$ cat src/common/print_seq_map.vh
`ifndef PRINT_SEQ_MAP_VH
`define PRINT_SEQ_MAP_VH
// row positions within a card cycle, sensed 9 edge first
`define ROW_9        4'h9
`define ROW_8        4'h8
`define ROW_4        4'h4
`define ROW_3        4'h3
`define ROW_2        4'h2
`define ROW_1        4'h1
`define ROW_0        4'h0
`define ROW_11       4'hB
`define ROW_12       4'hC
// storage capacity for the third line
`define STORE_COLS   24
`define STORE_GROUPS 6
// line index codes
`define LINE_IDLE    2'h0
`define LINE_ONE     2'h1
`define LINE_TWO     2'h2
`define LINE_THREE   2'h3
`endif

$ cat src/hdl/multi_line_print_sequencer.v
`timescale 1ns/1ns
// What this block does
// [RULE_01] single line zones at one station, numerics from the next station print it
// [RULE_02] first line: zones from station one, numerics from station two
// [RULE_03] second line: zones from station two, numerics from station three
// [RULE_04] third line: zones and numerics at station three, numerics stored one cycle
// [RULE_05] at fourth position stored numerics read out and printed with zones; zone exits stay low then, third line zones exit in the store cycle
// [RULE_06] storage clears to zero as third line prints; must start at zero
// [RULE_07] third line storage holds 24 columns in six counter groups
// [RULE_08] station three numeric rows sensed before zone rows
// [RULE_09] feeding of following cards suspended while lines two and three print
// [RULE_10] following card halted between rows 1 and 0 until printing done
// [RULE_11] control field comparison of stations one and two still allowed when held
// [RULE_12] station one control column is wired to the line control input
// [RULE_13] zone and numeric impulses pass through separate selectors to their exits
// [RULE_14] card is line controlled only with 9 and 8 in one column
// [RULE_15] extra 1, 2 or 3 punch sets line count and selector stepping
// [RULE_16] 9-8-4 acts as one line card without the idle feed cycle
// [RULE_17] line index tracks active line and returns idle after last line
`include "print_seq_map.vh"
module multi_line_print_sequencer #(
   parameter COLS = `STORE_COLS
) (
   // clock and reset
   input  wire            clk_sys_i,
   input  wire            rstn_i,
   // machine timing, same clock domain
   input  wire            cycle_start_i,
   input  wire            row_strobe_i,
   input  wire [3:0]      row_i,
   // line control column from station one
   input  wire            line_control_input_i,
   // per-line entries, one bit per column
   input  wire [COLS-1:0] zone_entry1_i,
   input  wire [COLS-1:0] zone_entry2_i,
   input  wire [COLS-1:0] zone_entry3_i,
   input  wire [COLS-1:0] print_entry1_i,
   input  wire [COLS-1:0] print_entry2_i,
   input  wire [COLS-1:0] print_entry3_i,
   // control field sensed at stations one and two
   input  wire [COLS-1:0] ctrl_field1_i,
   input  wire [COLS-1:0] ctrl_field2_i,
   // selector exits
   output reg  [COLS-1:0] zone_exit_o,
   output reg  [COLS-1:0] print_exit_o,
   // feed and status
   output wire            feed_hold_o,
   output reg             idle_feed_o,
   output reg             compare_equal_o,
   output reg  [1:0]      line_index_o,
   output wire            store_empty_o
);
   localparam S_IDLE = 5'h01;
   localparam S_L1   = 5'h02;
   localparam S_L2   = 5'h04;
   localparam S_L3   = 5'h08;
   localparam S_L4   = 5'h10;

   reg [4:0]      state_q;
   reg [4:0]      state_d;
   reg            saw9_q;
   reg            saw8_q;
   reg [1:0]      count_q;
   reg            four_q;
   reg [1:0]      lines_q;
   reg            only_one_q;
   reg [3:0]      digit_q [0:COLS-1];
   reg            held_q;

   wire zone_row = (row_i == `ROW_0) || (row_i == `ROW_11) || (row_i == `ROW_12);
   wire in_mlp   = (state_q != S_IDLE);
   wire card_ok  = saw9_q && saw8_q && (count_q != 2'h0 || four_q); // see [RULE_14]

   // control column decode, sampled during the read at station one
   always @(posedge clk_sys_i or negedge rstn_i) begin
      if (!rstn_i) begin
         saw9_q  <= 1'b0;
         saw8_q  <= 1'b0;
         count_q <= 2'h0;
         four_q  <= 1'b0;
      end else if (cycle_start_i) begin
         saw9_q  <= 1'b0;
         saw8_q  <= 1'b0;
         count_q <= 2'h0;
         four_q  <= 1'b0;
      end else if (row_strobe_i && line_control_input_i) begin // see [RULE_12]
         if (row_i == `ROW_9) saw9_q <= 1'b1;
         if (row_i == `ROW_8) saw8_q <= 1'b1;
         if (row_i == `ROW_4) four_q <= 1'b1; // see [RULE_16]
         // a later count punch overrides an earlier one
         if (row_i == `ROW_1) count_q <= 2'h1; // see [RULE_15]
         if (row_i == `ROW_2) count_q <= 2'h2;
         if (row_i == `ROW_3) count_q <= 2'h3;
      end
   end

   // line index steps once per card cycle
   // a card seen while lines are still owed is dropped; the feed hold keeps one from arriving
   always @* begin
      state_d = state_q;
      case (state_q)
         S_IDLE:  if (card_ok) state_d = S_L1;
         S_L1:    state_d = (lines_q == `LINE_ONE) ? S_IDLE : S_L2;
         S_L2:    state_d = (lines_q == `LINE_TWO) ? S_IDLE : S_L3;
         S_L3:    state_d = S_L4;
         S_L4:    state_d = S_IDLE; // see [RULE_17]
         default: state_d = S_IDLE;
      endcase
   end

   always @(posedge clk_sys_i or negedge rstn_i) begin
      if (!rstn_i) begin
         state_q    <= S_IDLE;
         lines_q    <= `LINE_IDLE;
         only_one_q <= 1'b0;
         idle_feed_o <= 1'b0;
      end else if (cycle_start_i) begin
         state_q <= state_d;
         if (state_q == S_IDLE && card_ok) begin
            lines_q    <= four_q ? `LINE_ONE : count_q;
            only_one_q <= ~four_q && (count_q == `LINE_ONE);
         end
         // one line card punched 1 (not 9-8-4) followed by a normal card costs an idle cycle
         idle_feed_o <= (state_q == S_L1) && only_one_q && !card_ok; // see [RULE_16]
      end
   end

   // index register follows the state at the same edge, so the output comes from a flop
   always @(posedge clk_sys_i or negedge rstn_i) begin
      if (!rstn_i) begin
         line_index_o <= `LINE_IDLE;
      end else if (cycle_start_i) begin
         case (state_d)
            S_L1:    line_index_o <= `LINE_ONE;
            S_L2:    line_index_o <= `LINE_TWO;
            S_L3,
            S_L4:    line_index_o <= `LINE_THREE;
            default: line_index_o <= `LINE_IDLE;
         endcase
      end
   end

   // feed hold only while lines two and three are still owed
   assign feed_hold_o = held_q; // see [RULE_09]
   always @(posedge clk_sys_i or negedge rstn_i) begin
      if (!rstn_i) begin
         held_q <= 1'b0;
      // set wins over the cycle start clear, so a row 1 strobe on that edge is not lost
      end else if (row_strobe_i && row_i == `ROW_1 && in_mlp
                   && state_d != S_IDLE && state_q != S_L4) begin
         held_q <= 1'b1; // see [RULE_10]
      end else if (cycle_start_i) begin
         held_q <= 1'b0;
      end
   end

   // comparison keeps running during the hold
   always @(posedge clk_sys_i or negedge rstn_i) begin
      if (!rstn_i) compare_equal_o <= 1'b0;
      else compare_equal_o <= (ctrl_field1_i == ctrl_field2_i); // see [RULE_11]
   end

   // zone and print selectors, one per column
   genvar c;
   generate
      for (c = 0; c < COLS; c = c + 1) begin : g_col
         always @(posedge clk_sys_i or negedge rstn_i) begin
            if (!rstn_i) begin
               zone_exit_o[c]  <= 1'b0;
               print_exit_o[c] <= 1'b0;
               digit_q[c]      <= 4'h0;
            end else begin
               zone_exit_o[c]  <= 1'b0;
               print_exit_o[c] <= 1'b0;
               if (row_strobe_i) begin
                  // numeric rows land first, zone rows later
                  if (zone_row) begin // see [RULE_08]
                     case (state_q)
                        S_L1:    zone_exit_o[c] <= zone_entry1_i[c]; // see [RULE_01] [RULE_02] [RULE_13]
                        S_L2:    zone_exit_o[c] <= zone_entry2_i[c]; // see [RULE_03]
                        S_L3:    zone_exit_o[c] <= zone_entry3_i[c]; // see [RULE_04]
                        default: zone_exit_o[c] <= 1'b0;
                     endcase
                  end else begin
                     case (state_q)
                        S_L1:    print_exit_o[c] <= print_entry1_i[c]; // see [RULE_02] [RULE_13]
                        S_L2:    print_exit_o[c] <= print_entry2_i[c]; // see [RULE_03]
                        S_L3:    if (print_entry3_i[c]) digit_q[c] <= row_i; // see [RULE_04] [RULE_07]
                        // a 0 punch is a zone row, so a stored zero means no digit
                        S_L4:    print_exit_o[c] <= (digit_q[c] == row_i) && (digit_q[c] != 4'h0); // see [RULE_05]
                        default: print_exit_o[c] <= 1'b0;
                     endcase
                  end
               end
               // storage counters reset as the third line prints
               if (cycle_start_i && state_q == S_L4) digit_q[c] <= 4'h0; // see [RULE_06]
            end
         end
      end
   endgenerate

   // storage must be clear before a new third line uses it, watched per counter group
   // COLS should be a multiple of the group count, or the last columns go unwatched
   localparam GROUPS    = `STORE_GROUPS;
   localparam PER_GROUP = COLS / GROUPS; // see [RULE_07]
   wire [GROUPS-1:0] group_used;
   genvar g;
   generate
      for (g = 0; g < GROUPS; g = g + 1) begin : g_grp
         reg     used;
         integer j;
         always @* begin
            used = 1'b0;
            for (j = 0; j < PER_GROUP; j = j + 1) begin
               used = used | (digit_q[g * PER_GROUP + j] != 4'h0);
            end
         end
         assign group_used[g] = used;
      end
   endgenerate
   assign store_empty_o = ~|group_used; // see [RULE_06]
endmodule

$ cat config.mk
export PLATFORM = sky130hd
export DESIGN_NAME = multi_line_print_sequencer
export DESIGN_NICKNAME = d
export VERILOG_FILES = /design/src/hdl/multi_line_print_sequencer.v
export VERILOG_INCLUDE_DIRS = /design/src /design/src/common
export SDC_FILE = /design/constraint.sdc
export NUM_CORES = 1
export LEC_CHECK = 0
export ABC_AREA = 1
export BUFFER_PORTS_ARGS = -buffer_cell sky130_fd_sc_hd__buf_2
export CAP_MARGIN = 20
export CORE_UTILIZATION = 48
export CTS_CLUSTER_SIZE = 16
export DETAILED_ROUTE_END_ITERATION = 8
export HOLD_SLACK_MARGIN = 0.03
export PLACE_DENSITY = 0.77
export SYNTH_ARGS = -nofsm -noshare
export SYNTH_HDL_FRONTEND = slang
export SYNTH_SLANG_ARGS = --single-unit
$ cat constraint.sdc
create_clock -name clk_sys_i -period 1.7 [get_ports clk_sys_i]
set_clock_uncertainty 0.05 [all_clocks]
set_input_delay 0.255 -clock clk_sys_i [delete_from_list [all_inputs] [get_ports clk_sys_i]]
set_output_delay 0.255 -clock clk_sys_i [all_outputs]
set_load 0.01 [all_outputs]
# Word level (Yosys, flattened, before mapping)
# Index checks and enable logic that the tools add are counted.
# word_totals
register_bits	162
input_bits	201
output_inout_bits	54
# classes
n_eq_ne	49
muxes	286
bitwise	19
n_reduce_logical	130
# op_table
operator	count
two-way mux 4 bit	121
one-hot mux 1 bit (3 select lines)	48
two-way mux 1 bit	107
nonzero test 4 bit	25
equality test 4 bit	24
AND reduction 4 bit	24
nonzero test 2 bit	32
logical AND 1 bit	36
equality test 24 bit	1
one-hot mux 5 bit (4 select lines)	1
OR 1 bit	18
equality test 4 bit (second input constant)	4
two-way mux 2 bit	6
equality test 5 x 2 -> 1 bit (second input constant)	2
equality test 5 x 3 -> 1 bit (second input constant)	2
equality test 5 x 4 -> 1 bit (second input constant)	2
equality test 5 bit (second input constant)	2
inequality test 5 x 1 -> 1 bit (second input constant)	2
AND reduction 2 bit	5
equality test 4 x 2 -> 1 bit (second input constant)	2
one-hot mux 2 bit (3 select lines)	1
OR reduction 6 bit	1
equality test 5 x 1 -> 1 bit (second input constant)	1
two-way mux 5 bit	1
12 further kinds	16

# Longest topological paths before layout
# Gate-level depths: netlist of the first run.
# depth
ltp_word	9
depth_mapped	12
depth_no_buf	9

# Least setup slack after synthesis of the first run
# OpenSTA, ideal clock, no wires.
# synth_path
path_type	register to register
from	register state_q[0]
to	register digit_q[63] in the netlist's numbering
setup_time_ns	0.066
t_arrival_ns	1.506
t_required_ns	1.584
path_slack_ns	0.078
stages_incl_launch_ff	8
path_buffers	1
synth_period_minus_slack_ns	1.622
path_cell_list	dfstp_2 nor2_2 nand3_2 nor2_1 nor2_1 clkbuf_1 nand3_1 nand2_1
# synth_between
elab_chain_len	4
word_cells_on_any_way	9
classes_between	eq/ne: 3; mux: 1; reduce/logical: 5
# synth_lines
item	line_no	source
start, declared	multi_line_print_sequencer.v:59	reg [4:0] state_q;
start signal, assigned	multi_line_print_sequencer.v:118	state_q <= state_d;
equality test 5 bit	multi_line_print_sequencer.v:196	if (cycle_start_i && state_q == S_L4) digit_q[c] <= 4'h0;
logical AND 1 bit	multi_line_print_sequencer.v:196	
inequality test 2 x 1 -> 1 bit (no source line) / nonzero test 2 bit (equally long branches)	--	
AND reduction 4 bit (no source line)	--	
end signal, assigned by index	multi_line_print_sequencer.v:188	S_L3: if (print_entry3_i[c]) digit_q[c] <= row_i;
end, declared	multi_line_print_sequencer.v:67	reg [3:0] digit_q [0:COLS-1];
# Several ways; a longest one is shown, not always the timed one.
# A chain may end at the register's enable or synchronous reset.

# Worst setup path in the final report of the first run
# layout_path
from	register digit_q[28] in the netlist's numbering
to	output port store_empty_o
# layout_between
elab_chain_len	6
# layout_lines
item	line_no	source
nonzero test 4 bit	multi_line_print_sequencer.v:215	used = used | (digit_q[g * PER_GROUP + j] != 4'h0);
OR 1 bit (3 in a row)	multi_line_print_sequencer.v:215	
OR reduction 6 bit	multi_line_print_sequencer.v:221	assign store_empty_o = ~|group_used;
logical NOT 1 bit	multi_line_print_sequencer.v:221	
end, declared	multi_line_print_sequencer.v:51	output wire store_empty_o
# No other way between the ends.

==> flow_metrics.env, run 1 <==
export IMPL_syn_avg_cell_area_um2=7.295
export IMPL_grt_first_pass_wirelength_um=44700
export IMPL_final_layout_size_suffix_gt1_share_pct=39.87
export IMPL_r2r_start="state_q[1]$_DFFE_PN0P_"
export IMPL_slowest_stage="dfrtp_1"
export IMPL_io_buffer_count=254
export IMPL_cts_sinks=162
export IMPL_max_clock_freq_mhz=435.4
export IMPL_synthArstFlopShare_pct=100.0
export IMPL_drtPass1Iterations=7
export IMPL_cts_tree="yes"
export IMPL_r2r_slack_ns=-0.09
export IMPL_start_util_pct=49.60
export IMPL_nets=1862
export IMPL_ys_seq_area_share_pct=43.13
export IMPL_start_kind="flip-flop"
export IMPL_setup_viol=72
export IMPL_viasPerCell=5.462
export IMPL_die_x_um=142.0
export IMPL_wl_per_cell_um=18.09
export IMPL_cpPeakStageDelay_ns=0.41
export IMPL_layout_worst_path_cycle_share_pct=135.1
export IMPL_p_total_mw=10.67
export IMPL_final_antenna_net_count=0
export IMPL_fin_util_pct=74.65
export IMPL_nFillCells=1265
export IMPL_status="finished with violations"
export IMPL_drt_total_wl_um=34980
export IMPL_slew_violations=0
export IMPL_powerDensity_nw_per_um2=754.3
export IMPL_cp_startpoint="digit_q[28]$_DFFE_PN0P_"
export IMPL_syn_to_final_growth_pct=50.50
export IMPL_crit_path_cell_trace="inv_1 > nand3_1 > nor2_2 > nand2_1 > nor2_2 > nand2_1 > nor2_2 > buf_2"
export IMPL_track_usage_pct=28.69
export IMPL_hold_path_class="in -> reg"
export IMPL_grt_pass1_vias=9152
export IMPL_cts_buffer_depth=2
export IMPL_drtIter0Drc=894
export IMPL_regArea_um2=4059
export IMPL_die_area_um2=20150
export IMPL_ys_seq_elements=162
export IMPL_vias=10560
export IMPL_cp_arrival_ns=1.99
export IMPL_power_leakage_nw=7.290
export IMPL_std_cell_rows=50
export IMPL_critPathKind="reg -> out"
export IMPL_synthSimpleGateAreaFrac_pct=36.22
export IMPL_synth_edf_count=0
export IMPL_synth_fa_ha_area_share_pct=0
export IMPL_yosysWarnings=0
export IMPL_end_kind="output port"
export IMPL_synth_top_family_by_area="simple AND/OR/NAND/NOR gates"
export IMPL_synth_cells=1289
export IMPL_synth_cell_types=29
export IMPL_cp_required_ns=1.39
export IMPL_grt_setup_unrepaired="true"
export IMPL_synth_compound_area_share_pct=4.617
export IMPL_cts_clk_slew_worst_paths_ns=0.07
export IMPL_cts_root_buf="clkbuf_16"
export IMPL_grt_antenna_before_repair=1
export IMPL_place_congestion=0.8959
export IMPL_overflow=0
export IMPL_yosys_mux_area_fraction_pct=0
export IMPL_reg2reg_to="digit_q[52]$_DFFE_PN0P_"
export IMPL_cp_max_fo=3
export IMPL_grt_max_degree=43
export IMPL_dp_hpwl_um=20850
export IMPL_fin_crit_ns=2.297
export IMPL_ys_flop_type="dfrtp_1"
export IMPL_h_tree_depth=4
export IMPL_cap_violations=0
export IMPL_violations="setup timing"
export IMPL_die_h_um=142.0
export IMPL_cpMostUsedCell="nor2_2"
export IMPL_syn_area_um2=9403
export IMPL_whs_ns=0.07290
export IMPL_drc_errors=0
export IMPL_hold_path_end="print_exit_o[10]$_DFF_PN0_"
export IMPL_cts_buffers=17
export IMPL_setup_ws_ns=-0.5965
export IMPL_synth_xor_xnor_area_share_pct=10.06
export IMPL_hold_viol=0
export IMPL_ff2ff_path_depth=10
export IMPL_relSlewSlack_pct=65.53
export IMPL_fin_area_um2=14150
export IMPL_clock_latency_ns=0.44
export IMPL_peakVddDrop_mv=0.8291
export IMPL_post_dp_cell_area_um2=11670
export IMPL_hold_depth=5
export IMPL_io_pins=255
export IMPL_min_delay_start="print_entry2_i[10]"
export IMPL_synth_nets=1490
export IMPL_multi_input_area_um2=5758
export IMPL_worst_slew_pin_slew_ns=0.5171
export IMPL_design_core_area_um2=18960
[worst max path at each step]
stage,endpoint,slack (ns),cells past startpoint
after floorplan,digit_q[63]$_DFFE_PN0P_,0.08,7
after global routing,store_empty_o,-0.57,8
after CTS,store_empty_o,-0.37,8
final,store_empty_o,-0.60,8
after global placement,digit_q[94]$_DFFE_PN0P_,-0.06,8
after detailed placement,digit_q[4]$_DFFE_PN0P_,-0.08,8
[layer usage]
metal  global-route usage (%)  share of wire (%)  vias up
met5                        0                  0        -
met4                    10.02                4.3        0
met3                    5.619                9.2      134
met2                    50.38                 49      610
met1                    35.11                 37     5017
li1                         -                  -     4802
[registers in the layout, indices dropped and copies added, names as in the netlist]
signal and flops:
compare_equal_o 1, count_q 2, digit_q 96, feed_hold_o 1
four_q 1, idle_feed_o 1, line_index_o 2, lines_q 2
only_one_q 1, print_exit_o 24, saw8_q 1, saw9_q 1
state_q 5, zone_exit_o 24
[cell usage after synthesis (2+ instances only)]
library cell  count  share of area, %
inv_2             4              0.16
nor2_2            2              0.13
and3_1           34               2.3
nand2_1         445                18
nand2_2          11              0.73
buf_2            32               1.7
a21oi_1          31               1.7
buf_4             5              0.40
dfrtp_1         161                43
o21ai_0          14              0.75
nand3_1         144               7.7
clkbuf_1         19              0.76
nor2_1          168               6.7
o21ai_1           6              0.32
o21ai_2          18               1.7
nor3_1            3              0.16
xnor2_1          72               6.7
nand3_2           2              0.21
inv_1            66               2.6
buf_1             2             0.080
nand4_1           6              0.40
buf_6             2              0.24
xor2_1           36               3.4
[what timing repair did]
action                     in CTS  in global routing
pin swaps                       3                134
resized for setup              15                278
hold buffers                    1                  0
setup endpoints to repair     100                148
buffers inserted                1                 39
gates cloned                    0                 16
hold endpoints to repair       38                  0
[power breakdown]
group	leakage, nW	switching [mW]	internal [mW]
registers	2.21	0.167	4.04
clock network	0.306	1.58	2.63
logic	4.77	1.27	0.993
total	7.29	3.02	7.65
[layout by cell type, fill, tap and decap left out, drive strengths merged, types with 3 or more instances in the layout]
cell type / count
nand2: 456
buf: 398
nor2: 171
dfrtp: 161
nand3: 146
xnor2: 72
inv: 70
o21ai: 38
xor2: 36
clkbuf: 34
and3: 34
a21oi: 31
nand4: 6
bufinv: 5
clkinv: 4
nor3: 3
[worst max-delay path, delay by kind of cell (launching register included)]
kind | cells | cell delay, ns
buffers and inverters | 2 | 0.30
AND/OR/NAND/NOR | 6 | 0.84
flip-flops | 1 | 0.41
[cells by family (layout without fill, tap and decap cells)]
kind of cell           after synthesis  count (layout)
AO/OA/AOI/OAI                       72              72
flip-flops                         162             162
AND/OR/NAND/NOR                    817             817
XOR/XNOR                           108             108
buffers and inverters              130             514
other                                0               1
[area by class of cell]
cell class,instances,area share [%]
inverter,70,1.927
clock buffer,20,3.156
antenna,1,0.01768
multi-input combinational,997,40.69
tap,260,2.299
clock inverter,11,1.309
sequential,162,28.68
timing repair buffer,413,21.92
[through the flow]
step           std cells  setup TNS, ns  setup WS, ns
6_report            1934         -3.404       -0.5965
5_1_grt             1933         -11.07       -0.5670
4_1_cts             1879        -0.3683       -0.3681
3_5_place_dp        1846         -4.217      -0.08008
3_3_place_gp        1846         -2.384      -0.05985
2_1_floorplan       1289              0       0.07752
No activity file was read; power rests on OpenSTA's default activity.
==> run 2: changes to the inputs <==
--- a/config.mk
+++ b/config.mk
@@ -9,11 +9,13 @@
 export ABC_AREA = 1
 export BUFFER_PORTS_ARGS = -buffer_cell sky130_fd_sc_hd__buf_2
 export CAP_MARGIN = 20
-export CORE_UTILIZATION = 48
+export CORE_UTILIZATION = 50
 export CTS_CLUSTER_SIZE = 16
 export DETAILED_ROUTE_END_ITERATION = 8
+export GPL_ROUTABILITY_DRIVEN = 0
 export HOLD_SLACK_MARGIN = 0.03
 export PLACE_DENSITY = 0.77
+export SKIP_CTS_REPAIR_TIMING = 1
 export SYNTH_ARGS = -nofsm -noshare
 export SYNTH_HDL_FRONTEND = slang
 export SYNTH_SLANG_ARGS = --single-unit
==> constraint.sdc (replaced) <==
create_clock -name clk_sys_i -period 2.4 [get_ports clk_sys_i]
set_clock_uncertainty 0.05 [all_clocks]
set_input_delay 0.36 -clock clk_sys_i [delete_from_list [all_inputs] [get_ports clk_sys_i]]
set_output_delay 0.36 -clock clk_sys_i [all_outputs]
set_load 0.01 [all_outputs]
==> run 2 against run 1 <==
- wire length down 23%
- critical path type unchanged
- critical path depth unchanged
- largest cell class unchanged
- the run ends with DRC left
- power down 35%
- combinational power down 50%
==> flow_metrics.env, run 2 (same netlist as run 1, synthesis figures left out) <==
export IMPL_vias=9138
export IMPL_track_usage_pct=28.51
export IMPL_drt_total_wl_um=26910
export IMPL_cts_buffers=17
export IMPL_critPathTopFamily="simple AND/OR/NAND/NOR gates"
export IMPL_drtIter0Drc=668
export IMPL_power_leakage_nw=6.184
export IMPL_tns_ns=0
export IMPL_cap_violations=0
export IMPL_h_tree_depth=4
export IMPL_layout_cells_most_common_list="nand2_1 (444), buf_2 (253), nor2_1 (167)"
export IMPL_setup_ws_ns=0.1416
export IMPL_io_pins=255
export IMPL_nets=1732
export IMPL_grt_antenna_before_repair=1
export IMPL_cpPeakStageDelay_ns=0.40
export IMPL_mostFrequentLayoutCell="nand2_1"
export IMPL_overflow=0
export IMPL_cts_buffer_depth=2
export IMPL_drtPass1Iterations=9
export IMPL_hold_path_class="in -> reg"
export IMPL_grt_setup_unrepaired="false"
export IMPL_cts_sinks=162
export IMPL_relSlewSlack_pct=56.05
export IMPL_max_flop_register="digit_q"
export IMPL_start_kind="flip-flop"
export IMPL_cts_tree="yes"
export IMPL_slowest_stage="dfrtp_1"
export IMPL_setup_viol=0
export IMPL_die_area_um2=19360
export IMPL_peakVddDrop_mv=0.4975
export IMPL_cts_clk_slew_worst_paths_ns=0.06
export IMPL_syn_to_final_growth_pct=23.78
export IMPL_final_antenna_net_count=0
export IMPL_die_x_um=139.1
export IMPL_max_clock_freq_mhz=442.8
export IMPL_grt_max_degree=62
export IMPL_powerDensity_nw_per_um2=598.5
export IMPL_cp_max_fo=3
export IMPL_cpMostUsedCell="nor2_1"
export IMPL_end_kind="output port"
export IMPL_reg_largest_list="digit_q: 96 flops, print_exit_o: 24 flops, zone_exit_o: 24 flops"
export IMPL_antennaDiodeCount=0
export IMPL_cp_arrival_ns=1.85
export IMPL_fin_crit_ns=2.258
export IMPL_die_h_um=139.1
export IMPL_grt_first_pass_wirelength_um=43010
export IMPL_wl_per_cell_um=15.18
export IMPL_crit_buf_inv=1
export IMPL_slew_violations=0
export IMPL_design_core_area_um2=18210
export IMPL_final_layout_size_suffix_gt1_share_pct=22.93
export IMPL_largest_reg_flops=96
export IMPL_grt_pass1_vias=8600
export IMPL_hold_viol=0
export IMPL_std_cell_rows=49
export IMPL_cp_required_ns=1.99
export IMPL_violations="DRC"
export IMPL_status="finished with violations"
export IMPL_drc_errors=25
export IMPL_layout_worst_path_cycle_share_pct=94.10
export IMPL_start_util_pct=51.64
export IMPL_cts_root_buf="clkbuf_16"
export IMPL_clock_latency_ns=0.43
export IMPL_dp_hpwl_um=18980
export IMPL_crit_path_cell_trace="nor2_1 > nand3_1 > nor2_1 > nand2_1 > nor2_1 > nand2_1 > nor2_1 > buf_2"
export IMPL_critPathKind="reg -> out"
export IMPL_worst_slew_pin_slew_ns=0.6576
export IMPL_io_buffer_count=254
export IMPL_viasPerCell=5.154
export IMPL_place_worst_setup_slack_ns=0.3461
[run 2: stage by stage]
| step | hold WS (ns) | util [%] | area [um^2] | cells | power (mW) |
|---|---|---|---|---|---|
| floorplan | 0.01441 | - | 9403 | 1289 | 3.686 |
| CTS | -0.1710 | 63.86 | 11630 | 1772 | 6.997 |
| detailed placement | 0.2768 | 60.44 | 11010 | 1740 | 4.154 |
| global route | 0.2101 | 63.92 | 11640 | 1773 | 7.256 |
| finish | 0.1901 | 63.92 | 11640 | 1773 | 6.966 |
| global placement | 0.2753 | 60.44 | 11010 | 1740 | 4.125 |
[run 2: worst reg2reg max path, stage by stage (launching register included)]
cell,delay [ns]
dfrtp_1,0.42
nor2_2,0.24
nand3_2,0.15
inv_2,0.11
nand2_2,0.17
buf_4,0.31
o21ai_1,0.22
nand2_1,0.17
nand2_1,0.10
nand2_1,0.05
[run 2: layer usage]
metal	global-route usage, %	vias up	routed length [um]
met5	0	-	18
met4	10.00	2	618
met3	5.421	40	1925
met2	49.15	332	13040
met1	35.79	4230	11310
li1	-	4534	-
[run 2: cell type report]
type / count / area, um^2
sequential: 162 / 4055
fill: 1631 / 6570
clock buffer: 21 / 470.5
inverter: 70 / 262.8
multi-input combinational: 997 / 4801
clock inverter: 11 / 152.6
tap: 229 / 286.5
timing repair buffer: 283 / 1610
[run 2: report_power, final]
group          total, mW  switching [mW]  internal [mW]
registers           2.97           0.113           2.86
logic               1.14           0.676          0.468
clock network       2.85            1.13           1.73
[run 2: final timing paths]
check / start / to / slack, ns / depth (start not counted)
hold reg to reg: feed_hold_o$_DFFE_PN0P_ / feed_hold_o$_DFFE_PN0P_ / 0.44 / 2
setup / recovery: digit_q[32]$_DFFE_PN0P_ / store_empty_o / 0.14 / 8
min in group asynchronous: rstn_i / feed_hold_o$_DFFE_PN0P_ / 0.40 / 2
hold / removal: print_entry2_i[15] / print_exit_o[15]$_DFF_PN0_ / 0.19 / 5
max in group asynchronous: rstn_i / digit_q[53]$_DFFE_PN0P_ / 1.19 / 3
setup reg to reg: state_q[2]$_DFFE_PN0P_ / digit_q[26]$_DFFE_PN0P_ / 0.30 / 9
==> run 3: changes to the inputs <==
--- a/config.mk
+++ b/config.mk
@@ -14,7 +14,7 @@
 export DETAILED_ROUTE_END_ITERATION = 8
 export GPL_ROUTABILITY_DRIVEN = 0
 export HOLD_SLACK_MARGIN = 0.03
-export PLACE_DENSITY = 0.77
+export PLACE_DENSITY = 0.78
 export SKIP_CTS_REPAIR_TIMING = 1
 export SYNTH_ARGS = -nofsm -noshare
 export SYNTH_HDL_FRONTEND = slang
==> run 3 against run 2 <==
- the flow still finishes with violations (DRC)
- cell count about the same
- utilization rose by 0.10 points
- non-clock buffer count increased by 1
- wire length up 1.5%
- design area increased by 0.16%
- first-iteration DRC count is 4.8% lower
- count of clock-buffer cells in the layout up 2
- clock power increased by 3%
- flip-flop and latch count did not move
- combinational power hardly changed
- power rose by 1.4%
- critical endpoint unchanged
- largest cell class unchanged
==> flow_metrics.env, run 3 (same netlist as run 1, synthesis figures left out) <==
export IMPL_nFillCells=1608
export IMPL_start_kind="flip-flop"
export IMPL_grt_antenna_before_repair=0
export IMPL_cts_buffer_depth=2
export IMPL_crit_buf_inv=1
export IMPL_p_switching_mw=1.887
export IMPL_combPwrFrac_pct=16.3
export IMPL_final_layout_size_suffix_gt1_share_pct=22.98
export IMPL_cp_max_fo=4
export IMPL_mostFrequentLayoutCell="nand2_1"
export IMPL_io_buffer_count=254
export IMPL_cpMostUsedCell="nor2_1"
export IMPL_final_antenna_net_count=0
export IMPL_clock_power_share_pct=41.6
export IMPL_drtIter0Drc=636
export IMPL_peakVddDrop_mv=0.5409
export IMPL_violations="DRC"
export IMPL_critPathTopFamily="simple AND/OR/NAND/NOR gates"
export IMPL_reg_largest_list="digit_q: 96 flops, print_exit_o: 24 flops, zone_exit_o: 24 flops"
export IMPL_start_util_pct=51.64
export IMPL_vias=9302
export IMPL_cts_root_buf="clkbuf_16"
export IMPL_layout_cells_most_common_list="nand2_1 (444), buf_2 (253), nor2_1 (166)"
export IMPL_crit_path_cell_trace="nor2_1 > nand3_1 > nor2_1 > nand2_1 > nor2_1 > nand2_1 > nor2_4 > buf_2"
export IMPL_fin_crit_ns=2.223
export IMPL_worst_slew_pin_slew_ns=0.5166
export IMPL_cap_violations=0
export IMPL_relSlewSlack_pct=65.56
export IMPL_status="finished with violations"
export IMPL_grt_first_pass_wirelength_um=42950
export IMPL_antennaDiodeCount=0
export IMPL_std_cell_rows=49
export IMPL_max_flop_register="digit_q"
export IMPL_setup_viol=0
export IMPL_cts_clk_slew_worst_paths_ns=0.06
export IMPL_drc_errors=25
export IMPL_h_tree_depth=4
export IMPL_wl_per_cell_um=15.40
export IMPL_seq_power_share_pct=42.1
export IMPL_die_area_um2=19360
export IMPL_cts_buffers=17
export IMPL_hold_viol=0
export IMPL_regArea_um2=4055
export IMPL_die_h_um=139.1
export IMPL_switching_share_pct=26.71
export IMPL_cpPeakStageDelay_ns=0.42
export IMPL_die_x_um=139.1
export IMPL_p_total_mw=7.066
export IMPL_nets=1733
export IMPL_dp_hpwl_um=19250
export IMPL_cp_required_ns=1.99
export IMPL_slew_violations=0
export IMPL_powerDensity_nw_per_um2=606.1
export IMPL_design_core_area_um2=18210
export IMPL_cts_sinks=162
export IMPL_grt_pass1_vias=8691
export IMPL_viasPerCell=5.244
export IMPL_power_leakage_nw=6.206
export IMPL_cts_tree="yes"
export IMPL_hold_path_class="in -> reg"
export IMPL_drtPass1Iterations=8
export IMPL_multi_input_area_um2=4808
export IMPL_clock_latency_ns=0.43
export IMPL_io_pins=255
export IMPL_slowest_stage="dfrtp_1"
export IMPL_largest_reg_flops=96
export IMPL_p_int_mw=5.178
export IMPL_layout_worst_path_cycle_share_pct=92.61
export IMPL_end_kind="output port"
export IMPL_drt_total_wl_um=27320
export IMPL_grt_max_degree=52
export IMPL_syn_to_final_growth_pct=23.98
export IMPL_cp_arrival_ns=1.81
export IMPL_max_clock_freq_mhz=449.9
export IMPL_tns_ns=0
export IMPL_overflow=0
export IMPL_critPathKind="reg -> out"
export IMPL_track_usage_pct=28.48
export IMPL_grt_setup_unrepaired="false"
-- run 3: routing by layer --
metal	share of wire [%]	vias up	wire, um	global-route usage (%)
met5	0	-	0	0
met4	3.1	0	841	12.81
li1	-	4555	-	-
met1	40	4248	10940	34.25
met3	8.4	59	2290	6.008
met2	49	440	13250	49.10
-- run 3: path summary, 6_finish.rpt --
| kind | slack [ns] | endpoint | start | depth (start not counted) |
|---|---|---|---|---|
| setup reg to reg | 0.36 | zone_exit_o[15]$_DFF_PN0_ | state_q[4]$_DFFE_PN0P_ | 7 |
| setup / recovery | 0.18 | store_empty_o | digit_q[30]$_DFFE_PN0P_ | 8 |
| hold / removal | 0.19 | print_exit_o[12]$_DFF_PN0_ | print_entry2_i[12] | 5 |
| min in group asynchronous | 0.35 | print_exit_o[1]$_DFF_PN0_ | rstn_i | 2 |
| max in group asynchronous | 1.18 | state_q[0]$_DFFE_PN1P_ | rstn_i | 3 |
| hold reg to reg | 0.43 | only_one_q$_DFFE_PN0P_ | only_one_q$_DFFE_PN0P_ | 2 |
-- run 3: final cells by class --
cell class / count / area share, %
Multi-Input combinational cell: 997 / 41.25
Sequential cell: 162 / 34.79
Timing Repair Buffer: 284 / 13.77
Clock buffer: 23 / 4.186
Tap cell: 229 / 2.458
Inverter: 70 / 2.254
Clock inverter: 9 / 1.299
-- run 3: worst register-to-register path: stages, from the launching register on --
cell     delay (ns)
dfrtp_1        0.46
nor2_1         0.19
nand3_1        0.18
inv_1          0.39
buf_4          0.34
nand2_1        0.08
and3_1         0.19
nor2_1         0.09
-- run 3: through the flow --
stage	hold slack [ns]	setup WS, ns	instance area (um^2)	instances	utilization [%]
finish	0.1928	0.1774	11660	1774	64.02
global route	0.2140	0.03274	11660	1774	64.02
CTS	-0.2178	0.1254	11640	1773	63.93
detailed placement	0.2295	0.3820	11000	1741	60.41
global placement	0.2274	0.4372	11000	1741	60.41
floorplan	0.01441	0.7698	9403	1289	-
-- run 3: power by group through the flow --
stage / logic (mW) / clock network (mW) / registers, mW
4_1_cts: 1.15 / 2.96 / 2.97
6_report: 1.15 / 2.94 / 2.97
5_1_grt: 1.28 / 3.08 / 2.99
3_3_place_gp: 1.11 / 0 / 3.01
3_5_place_dp: 1.14 / 0 / 3.02
2_1_floorplan: 0.682 / 0 / 3.00
